<file path="src/rtl/wdt_pkg.sv">
// constants, register map and types of the watchdog control block
package wdt_pkg;
   // ************************************************************
   // bus and counter geometry
   // ************************************************************
   localparam int ADDR_W = 18;
   localparam int DATA_W = 32;
   localparam int CNT_W  = 8;
   localparam int IRQ_W  = 2;

   // ************************************************************
   // register indices; byte address is four times the index
   // ************************************************************
   localparam logic [15:0] CTL_IDX   = 16'hffb1;
   localparam logic [15:0] CNT_IDX   = 16'hffb2;
   localparam logic [15:0] ISTAT_IDX = 16'hffb3;
   localparam logic [15:0] IMASK_IDX = 16'hffb4;

   // ************************************************************
   // control register fields
   // ************************************************************
   localparam int CWE_GUARD  = 7;
   localparam int CWE_BIT    = 6;
   localparam int RWE_GUARD  = 5;
   localparam int RWE_BIT    = 4;
   localparam int RUN_GUARD  = 3;
   localparam int RUN_BIT    = 2;
   localparam int FLAG_GUARD = 1;
   localparam int FLAG_BIT   = 0;
   localparam logic [7:0] GUARD_MASK = 8'haa;

   // ************************************************************
   // reset values
   // ************************************************************
   localparam logic             CWE_RST   = 1'b0;
   localparam logic             RWE_RST   = 1'b0;
   localparam logic             RUN_RST   = 1'b1;
   localparam logic             FLAG_RST  = 1'b0;
   localparam logic [CNT_W-1:0] CNT_RST   = 8'h00;
   localparam logic [CNT_W-1:0] CNT_MAX   = 8'hff;
   localparam logic [IRQ_W-1:0] IMASK_RST = 2'h0;

   // ************************************************************
   // interrupt status bits and bus answers
   // ************************************************************
   localparam int IRQ_OVF = 0;
   localparam int IRQ_BLK = 1;
   localparam logic [1:0] RESP_OKAY   = 2'h0;
   localparam logic [1:0] RESP_SLVERR = 2'h2;

   typedef enum logic [2:0] {
      SEL_CTL,
      SEL_CNT,
      SEL_ISTAT,
      SEL_IMASK,
      SEL_NONE
   } reg_sel_t;
endpackage : wdt_pkg

</file>
<file path="src/rtl/watchdog_ctrl.sv">
// watchdog counter with guarded control register behind axi4-lite
//
// Added by the designer: the AXI4-Lite register port.
`timescale 1ns/10ps
module watchdog_ctrl
   import wdt_pkg::*;
(
   input  wire logic              clk,
   input  wire logic              rst,
   input  wire logic              ce,
   input  wire logic [ADDR_W-1:0] awaddr,
   input  wire logic              awvalid,
   output      logic              awready,
   input  wire logic [DATA_W-1:0] wdata,
   input  wire logic [3:0]        wstrb,
   input  wire logic              wvalid,
   output      logic              wready,
   output      logic [1:0]        bresp,
   output      logic              bvalid,
   input  wire logic              bready,
   input  wire logic [ADDR_W-1:0] araddr,
   input  wire logic              arvalid,
   output      logic              arready,
   output      logic [DATA_W-1:0] rdata,
   output      logic [1:0]        rresp,
   output      logic              rvalid,
   input  wire logic              rready,
   output      logic              chip_reset_req,
   output      logic              irq
);

   // ************************************************************
   // address decode
   // ************************************************************
   function automatic reg_sel_t sel_of(input logic [ADDR_W-1:0] a);
      reg_sel_t s;
      s = SEL_NONE;
      if (a[ADDR_W-1:2] == CTL_IDX) s = SEL_CTL;
      if (a[ADDR_W-1:2] == CNT_IDX) s = SEL_CNT;
      if (a[ADDR_W-1:2] == ISTAT_IDX) s = SEL_ISTAT;
      if (a[ADDR_W-1:2] == IMASK_IDX) s = SEL_IMASK;
      return s;
   endfunction : sel_of

   // ************************************************************
   // state
   // ************************************************************
   logic              aw_full_reg,  aw_full_next;
   logic [ADDR_W-1:0] aw_addr_reg,  aw_addr_next;
   logic              w_full_reg,   w_full_next;
   logic [7:0]        w_data_reg,   w_data_next;
   logic [CNT_W-1:0]  w_cnt_reg,    w_cnt_next;
   logic              w_lane_reg,   w_lane_next;
   logic              bvalid_reg,   bvalid_next;
   logic [1:0]        bresp_reg,    bresp_next;
   logic              rvalid_reg,   rvalid_next;
   logic [DATA_W-1:0] rdata_reg,    rdata_next;
   logic [1:0]        rresp_reg,    rresp_next;
   logic              cwe_reg,      cwe_next;
   logic              rwe_reg,      rwe_next;
   logic              run_reg,      run_next;
   logic              flag_reg,     flag_next;
   logic [CNT_W-1:0]  cnt_reg,      cnt_next;
   logic              req_reg,      req_next;
   logic [IRQ_W-1:0]  istat_reg,    istat_next;
   logic [IRQ_W-1:0]  imask_reg,    imask_next;

   // ************************************************************
   // bus handshakes
   // ************************************************************
   wire logic     aw_fire = ce && awvalid && awready;
   wire logic     w_fire  = ce && wvalid && wready;
   wire logic     ar_fire = ce && arvalid && arready;
   wire logic     do_wr   = ce && aw_full_reg && w_full_reg
                            && !bvalid_reg;
   wire reg_sel_t wsel    = sel_of(aw_addr_reg);
   wire reg_sel_t rsel    = sel_of(araddr);

   // ready stays low while frozen so no beat is lost
   assign awready = ce && !aw_full_reg && !bvalid_reg;
   assign wready  = ce && !w_full_reg && !bvalid_reg;
   assign arready = ce && !rvalid_reg;

   // ************************************************************
   // register write decode
   // ************************************************************
   // only the low byte lane reaches the 8-bit registers
   wire logic       wr_ctl = do_wr && wsel == SEL_CTL && w_lane_reg;
   wire logic       wr_cnt = do_wr && wsel == SEL_CNT && w_lane_reg;
   wire logic       wr_msk = do_wr && wsel == SEL_IMASK && w_lane_reg;
   wire logic [7:0] wd     = w_data_reg;
   wire logic       cnt_wr_ok  = wr_cnt && cwe_reg;
   wire logic       cnt_wr_blk = wr_cnt && !cwe_reg;
   wire logic       ctl_wr_ok  = wr_ctl && rwe_reg;
   wire logic       ovf_hit = ce && run_reg && cnt_reg == CNT_MAX
                              && !cnt_wr_ok;
   wire logic       rd_istat = ar_fire && rsel == SEL_ISTAT;

   // ************************************************************
   // control bits and counter
   // ************************************************************
   always_comb begin
      cwe_next  = cwe_reg;
      rwe_next  = rwe_reg;
      run_next  = run_reg;
      flag_next = flag_reg;
      cnt_next  = cnt_reg;
      if (wr_ctl && !wd[CWE_GUARD]) begin
         cwe_next = wd[CWE_BIT];
      end
      if (wr_ctl && !wd[RWE_GUARD]) begin
         rwe_next = wd[RWE_BIT];
      end
      // guarded run bit, set or clear
      if (ctl_wr_ok && !wd[RUN_GUARD]) begin
         run_next = wd[RUN_BIT];
      end
      // guarded flag, write may only clear
      if (ctl_wr_ok && !wd[FLAG_GUARD] && !wd[FLAG_BIT]) begin
         flag_next = 1'b0;
      end
      if (cnt_wr_ok) begin
         cnt_next = w_cnt_reg;
      end else if (run_reg) begin
         cnt_next = cnt_reg + 1'b1;
      end
      // overflow sets flag and wins over a clear
      // internal reset restores cwe, rwe, run and the counter, but not the flag, the interrupt mask or the status
      if (ovf_hit) begin
         cwe_next  = CWE_RST;
         rwe_next  = RWE_RST;
         run_next  = RUN_RST;
         cnt_next  = CNT_RST;
         flag_next = 1'b1;
      end
   end

   assign req_next = ovf_hit;

   // ************************************************************
   // interrupt status and mask
   // ************************************************************
   logic [IRQ_W-1:0] ev;
   always_comb begin
      ev          = '0;
      ev[IRQ_OVF] = ovf_hit;
      ev[IRQ_BLK] = cnt_wr_blk;
   end
   // a read clears, but an event in the same cycle wins
   assign istat_next = (rd_istat ? '0 : istat_reg) | ev;
   assign imask_next = wr_msk ? wd[IRQ_W-1:0] : imask_reg;
   assign irq        = |(istat_reg & imask_reg);

   // ************************************************************
   // write channel
   // ************************************************************
   assign aw_full_next = aw_fire ? 1'b1 : (do_wr ? 1'b0 : aw_full_reg);
   assign aw_addr_next = aw_fire ? awaddr : aw_addr_reg;
   assign w_full_next  = w_fire ? 1'b1 : (do_wr ? 1'b0 : w_full_reg);
   assign w_data_next  = w_fire ? wdata[7:0] : w_data_reg;
   assign w_cnt_next   = w_fire ? wdata[CNT_W-1:0] : w_cnt_reg;
   assign w_lane_next  = w_fire ? wstrb[0] : w_lane_reg;
   assign bvalid_next  = do_wr ? 1'b1
                       : ((bvalid_reg && bready) ? 1'b0 : bvalid_reg);
   assign bresp_next   = do_wr ? ((wsel == SEL_NONE) ? RESP_SLVERR
                                                     : RESP_OKAY)
                               : bresp_reg;

   // ************************************************************
   // read channel
   // ************************************************************
   logic [7:0] ctl_view;
   always_comb begin
      ctl_view             = GUARD_MASK;
      ctl_view[CWE_BIT]    = cwe_reg;
      ctl_view[RWE_BIT]    = rwe_reg;
      ctl_view[RUN_BIT]    = run_reg;
      ctl_view[FLAG_BIT]   = flag_reg;
   end

   logic [DATA_W-1:0] rd_mux;
   always_comb begin
      rd_mux = '0;
      unique case (rsel)
         SEL_CTL:   rd_mux[7:0]       = ctl_view;
         SEL_CNT:   rd_mux[CNT_W-1:0] = cnt_reg;
         SEL_ISTAT: rd_mux[IRQ_W-1:0] = istat_reg;
         SEL_IMASK: rd_mux[IRQ_W-1:0] = imask_reg;
         SEL_NONE:  rd_mux            = '0;
      endcase
   end

   assign rvalid_next = ar_fire ? 1'b1
                      : ((rvalid_reg && rready) ? 1'b0 : rvalid_reg);
   assign rdata_next  = ar_fire ? rd_mux : rdata_reg;
   assign rresp_next  = ar_fire ? ((rsel == SEL_NONE) ? RESP_SLVERR
                                                      : RESP_OKAY)
                                : rresp_reg;

   // ************************************************************
   // registers
   // ************************************************************
   // run set at reset, watchdog live at once
   always_ff @(posedge clk or posedge rst) begin
      if (rst) begin
         cwe_reg   <= CWE_RST;
         rwe_reg   <= RWE_RST;
         run_reg   <= RUN_RST;
         flag_reg  <= FLAG_RST;
         cnt_reg   <= CNT_RST;
         req_reg   <= 1'b0;
         istat_reg <= '0;
         imask_reg <= IMASK_RST;
      end else if (ce) begin
         cwe_reg   <= cwe_next;
         rwe_reg   <= rwe_next;
         run_reg   <= run_next;
         flag_reg  <= flag_next;
         cnt_reg   <= cnt_next;
         req_reg   <= req_next;
         istat_reg <= istat_next;
         imask_reg <= imask_next;
      end
   end

   always_ff @(posedge clk or posedge rst) begin
      if (rst) begin
         aw_full_reg <= 1'b0;
         aw_addr_reg <= '0;
         w_full_reg  <= 1'b0;
         w_data_reg  <= '0;
         w_cnt_reg   <= '0;
         w_lane_reg  <= 1'b0;
         bvalid_reg  <= 1'b0;
         bresp_reg   <= RESP_OKAY;
         rvalid_reg  <= 1'b0;
         rdata_reg   <= '0;
         rresp_reg   <= RESP_OKAY;
      end else if (ce) begin
         aw_full_reg <= aw_full_next;
         aw_addr_reg <= aw_addr_next;
         w_full_reg  <= w_full_next;
         w_data_reg  <= w_data_next;
         w_cnt_reg   <= w_cnt_next;
         w_lane_reg  <= w_lane_next;
         bvalid_reg  <= bvalid_next;
         bresp_reg   <= bresp_next;
         rvalid_reg  <= rvalid_next;
         rdata_reg   <= rdata_next;
         rresp_reg   <= rresp_next;
      end
   end

   assign bvalid         = bvalid_reg;
   assign bresp          = bresp_reg;
   assign rvalid         = rvalid_reg;
   assign rdata          = rdata_reg;
   assign rresp          = rresp_reg;
   assign chip_reset_req = req_reg;
endmodule : watchdog_ctrl

</file>
<file path="config.mk">
export PLATFORM = sky130hd
export DESIGN_NAME = watchdog_ctrl
export DESIGN_NICKNAME = d
export VERILOG_FILES = /design/src/rtl/wdt_pkg.sv /design/src/rtl/watchdog_ctrl.sv
export SDC_FILE = /design/constraint.sdc
export NUM_CORES = 1
export LEC_CHECK = 0
export ABC_CLOCK_PERIOD_IN_PS = 2600
export BUFFER_PORTS_ARGS = -buffer_cell sky130_fd_sc_hd__buf_2
export CAP_MARGIN = 25
export CORE_ASPECT_RATIO = 0.6
export CORE_UTILIZATION = 40
export DETAILED_ROUTE_END_ITERATION = 10
export PLACE_DENSITY_LB_ADDON = 0.05
export SYNTH_ARGS = -nofsm -noshare
export SYNTH_HDL_FRONTEND = slang
export SYNTH_SLANG_ARGS = --single-unit
</file>
<file path="constraint.sdc">
create_clock -name clk -period 2.6 [get_ports clk]
set_clock_uncertainty 0.05 [all_clocks]
set_input_delay 0.26 -clock clk [delete_from_list [all_inputs] [get_ports clk]]
set_output_delay 0.26 -clock clk [all_outputs]
set_load 0.01 [all_outputs]
</file>
# [Word-level counts from Yosys, hierarchy flattened]
# Index checks and enable logic that the tools add are counted.
[op_classes] addsub=1 mul=0 div=0 magnitude_cmp=0 eq_ne=16 n_shift=0 n_mux=31 n_bitwise=2 reduce_logical=71
[ops] op="equality test 16 bit, second input constant" count=8
[ops] op="logical AND 1 bit" count=34
[ops] op="AND reduction 2 bit" count=14
[ops] op="two-way mux 3 bit" count=8
[ops] op="two-way mux 8 bit" count=3
[ops] op="nonzero test 2 bit" count=8
[ops] op="two-way mux 1 bit" count=15
[ops] op="case mux 6 bit (2 select lines)" count=1
[ops] op="logical NOT 1 bit" count=11
[ops] op="case mux 2 bit (5 select lines)" count=1
[ops] op="equality test 3 x 2 -> 1 bit, second input constant" count=3
[ops] op="adder 8 x 1 -> 8 bit, second input constant" count=1
[ops] op="equality test 8 bit, second input constant" count=1
[ops] op="equality test 3 x 1 -> 1 bit, second input constant" count=2
[ops] op="equality test 3 bit, second input constant" count=2
[ops] op="logical NOT 3 bit" count=2
[ops] op="two-way mux 2 bit" count=3
[ops] op="nonzero test 3 bit" count=1
[ops] op="AND 2 bit" count=1
[ops] op="OR 2 bit" count=1
[ops] op="OR reduction 2 bit" count=1
[word_totals] regBits=60 latchBits=0 ramBits=0 rom_bits=0 input_bits=80 out_inout_bits=43 n_memories=0

# [Logic depth before layout (Yosys ltp)]
[logic_depth] word_depth=13 ltp_mapped=6 ltp_nobuf=5

# [Least setup slack after synthesis]
# No wires, ideal clock.
[synth_path] path_kind="register -> register" start="register bvalid_reg (netlist: bvalid)" end="register cnt_reg[0]" setup_time_ps=125 arrival_ps=1693 t_required_ps=2425 slack_ps=732 stages_incl_launch_ff=7 n_path_buf=2 synth_period_minus_slack_ps=1868 cell_sequence="dfrtp_1 -> and4b_1 -> buf_6 -> nand3_4 -> or3_1 -> buf_6 -> mux2_4"
[synth_via] elab_chain_cells=9 elab_cells_between_ends=11 classes_between="mux (2); reduce/logical (9)"
[synth_lines] item="start: declaration" line="watchdog_ctrl.sv:54" text="logic bvalid_reg, bvalid_next;"
[synth_lines] item="start signal: assignment" line="watchdog_ctrl.sv:246" text="bvalid_reg <= bvalid_next;"
[synth_lines] item="logical NOT 1 bit *" line="watchdog_ctrl.sv:75" text="&& !bvalid_reg;"
[synth_lines] item="logical AND 1 bit *" line="watchdog_ctrl.sv:75"
[synth_lines] item="logical AND 1 bit * (2 in a row)" line="watchdog_ctrl.sv:89" text="wire logic wr_cnt = do_wr && wsel == SEL_CNT && w_lane_reg;"
[synth_lines] item="logical AND 1 bit *" line="watchdog_ctrl.sv:92" text="wire logic cnt_wr_ok = wr_cnt && cwe_reg;"
[synth_lines] item="logical NOT 1 bit" line="watchdog_ctrl.sv:96" text="&& !cnt_wr_ok;"
[synth_lines] item="logical AND 1 bit" line="watchdog_ctrl.sv:96"
[synth_lines] item="nonzero test 3 bit (no source line)"
[synth_lines] item="AND reduction 2 bit (no source line)"
[synth_lines] item="end signal: assignment" line="watchdog_ctrl.sv:219" text="cnt_reg <= cnt_next;"
[synth_lines] item="end: declaration" line="watchdog_ctrl.sv:63" text="logic [CNT_W-1:0] cnt_reg, cnt_next;"
# Every way passes the cells marked *; elsewhere a longest branch is shown, timed or not.
# A chain may end at the register's enable or synchronous reset.

# [Worst setup path after layout]
# Ends and elaborated chain as after synthesis.

==> impl_metrics.toml <==
[die]
die_area_um2 = 7810
core_um2 = 6940
io_pins = 123
rows = 23
die_w_um = 113
die-height_um = 68.9
initial_utilization_pct = 43.0

[timing]
setup_ws_ns = 0.520
finalHoldViolCount = 9
min_period_ns = 2.08
final-setup-viol-count = 0
slew_violations = 0
fmax_ghz = 0.481
period_share_pct = 80.0
final.setup.tns_ns = 0
slew-limit-headroom_pct = 57.9
rsz0062_at_grt = "no"
whs_ns = -0.00506
tightest_slew_ns = 0.631

[route]
dr.pass1.iters = 6
finalWirelength_mm = 6.40
avgRoutedWirePerCell_um = 14.6
via_count = 2183
viasPerCell = 5.00
ant_nets = 0
drc_errors = 0
drt_iter0_markers = 92

[pwr]
p_sw_uw = 857
pwr_density_cell_nw_per_um2 = 804
peakVddDrop_uv = 384
clkPwrFrac_pct = 24.7
internal_power_uw = 1940
comb_power_share_pct = 24.8
power.share.sequential_pct = 50.5
swShare_pct = 30.7
power.leakage_uw = 0.00163

[final_layout]
fillers = 652
largest_reg_flops = 16
mostFrequentLayoutCells = "65 x buf_2, 55 x dfrtp_1, 26 x conb_1, 25 x mux2_2, 18 x nand2_1"
drive_gt1_share_pct = 35.0
synthToLayoutAreaGrowth_pct = 16.5
register_area_um2 = 1400
final_common_cell = "buf_2"
post-route-util_pct = 50.1
diodes = 0
multi_input_area_um2 = 1390
fin_area_um2 = 3470
num-nets-final = 417

[cts]
post_cts_resized = 0
clk_latency_ns = 0.29
clock_path_buffers = 2
cts_setup_buffers = 0
cts-htree-levels = 2
clock-root-buffer = "clkbuf_16"
cts_inserted_buffers = 5
cts_hold_buf = 0
cts_tree = "built"
cts_sinks = 56
cts.clk_slew.worst_paths_ns = 0.07

[setup_path]
max_stage_delay_ns = 0.63
worstSetupEndpointType = "flop"
cp_cell_sequence = "and4b_1 > nand3_4 > or3_1 > mux2_4"
rrSetupSlack_ns = 0.52
regToRegStartpoint = "bvalid$_DFFE_PP0P_"
path_max_fanout = 10
cp.arrival_ns = 2.21
path_class = "flop to flop"
worstSetupStartpointType = "flop"
slowest_stage = "or3_1"
r2r_cells = 4
rr_endpoint = "cnt_reg[0]$_DFFE_PP0P_"
critPathRequiredTime_ns = 2.73

[placed_design]
port_buffers = 65
gp_congestion = 0.700
dp_hpwl_mm = 4.90
place_area_um2 = 3330
dpl_worst_slack_ns = 0.526

[status]
violations = "negative hold slack"
status = "complete, but fails checks"

[yosys]
netlist_instances = 270
yosysSeqAreaShare_pct = 47.1
synth.distinct_cells = 55
ys_seq_elements = 56
synth_edf_count = 0
ys_async_sr_fraction_pct = 100
syn_area_um2 = 2980
synth_area_per_cell_um2 = 11.0
ys_warn_count = 0
ys.flop_type = "dfrtp_1"

[flow_run]
maxCapViolations = 0

[min_path]
hp-class = "input port to asynchronous set/reset pin"

[grt]
grt_pass1_vias = 1920
grt_antenna_before_repair = 0
grt_usage_pct = 18.0
grt-ovfl-total = 0
grt_first_pass_wirelength_mm = 10.4
grt_max_degree = 31
==> cells in the mapped netlist, types with 3 or more instances <==
library cell,number,area share (%)
buf_4,26,6.5
buf_2,3,0.50
inv_1,6,0.76
a211oi_1,3,0.76
a21oi_1,9,1.5
clkbuf_1,6,0.76
nand4_1,7,1.5
o21ai_0,5,0.84
mux2_4,6,3.0
or4b_1,4,1.3
nor3_1,4,0.67
nor2_1,11,1.4
dfrtp_1,55,46
nand2_1,18,2.3
a22o_1,3,0.88
mux2_2,25,9.4
and2_1,4,0.84
nor4_1,8,1.7
a22oi_1,5,1.3
nand3_1,9,1.5
o21ai_1,7,1.2
==> per-layer routing <==
metal,track usage [%],routed length [um],up-vias
met4,4.93,61,0
met3,4.20,351,7
met5,0,0,-
li1,-,-,1068
met1,28.6,3440,1044
met2,23.5,2540,64
==> cells by family after synthesis <==
family                   count (synthesis)  synth area share (%)
AO/OA/AOI/OAI                           44                  9.95
flip-flops                              56                  47.1
multiplexers                            34                  13.6
AND/OR/NAND/NOR                         87                  18.4
buffers and inverters                   43                  9.32
other                                    1                 0.126
adder cells (fa/ha/maj)                  1                 0.420
XOR/XNOR                                 4                  1.18
==> cell type report <==
class                   count  area share [%]
flip-flops and latches     56            40.4
repair buffers             71            11.0
multi-input cells         196            40.1
well taps                 100            3.60
clock buffers               8            4.21
inverters                   6           0.648
==> power groups by stage <==
| stage | Clock (uW) | Combinational, uW | Sequential [uW] |
|---|---|---|---|
| CTS | 709 | 702 | 1410 |
| floorplan | 0 | 568 | 1350 |
| detailed placement | 0 | 697 | 1430 |
| global route | 745 | 780 | 1450 |
| finish | 688 | 693 | 1410 |
| global placement | 0 | 679 | 1420 |
==> per-stage QoR <==
step	hold WS (ns)	total power (uW)	instances
finish	-0.00506	2790	437
global route	0.0497	2980	437
CTS	0.0171	2830	437
detailed placement	0.338	2120	429
global placement	0.323	2100	429
floorplan	0.358	1920	295
==> how the worst max path moves through the flow <==
stage / start / endpoint / cells past startpoint
after floorplan: bvalid$_DFFE_PP0P_ / cnt_reg[0]$_DFFE_PP0P_ / 6
after global placement: bvalid$_DFFE_PP0P_ / cnt_reg[3]$_DFFE_PP0P_ / 4
after detailed placement: aw_addr_reg[2]$_DFFE_PP0P_ / cnt_reg[4]$_DFFE_PP0P_ / 4
after CTS: bvalid$_DFFE_PP0P_ / cnt_reg[6]$_DFFE_PP0P_ / 4
after global routing: aw_addr_reg[2]$_DFFE_PP0P_ / cnt_reg[6]$_DFFE_PP0P_ / 4
final: bvalid$_DFFE_PP0P_ / cnt_reg[0]$_DFFE_PP0P_ / 4
==> worst max-delay path: cells and delay by family (launching register included) <==
kind | cells | cell delay, ns
AND/OR/NAND/NOR | 3 | 1.11
multiplexers | 1 | 0.39
flip-flops | 1 | 0.41
Power figures use the tool's default switching activity.
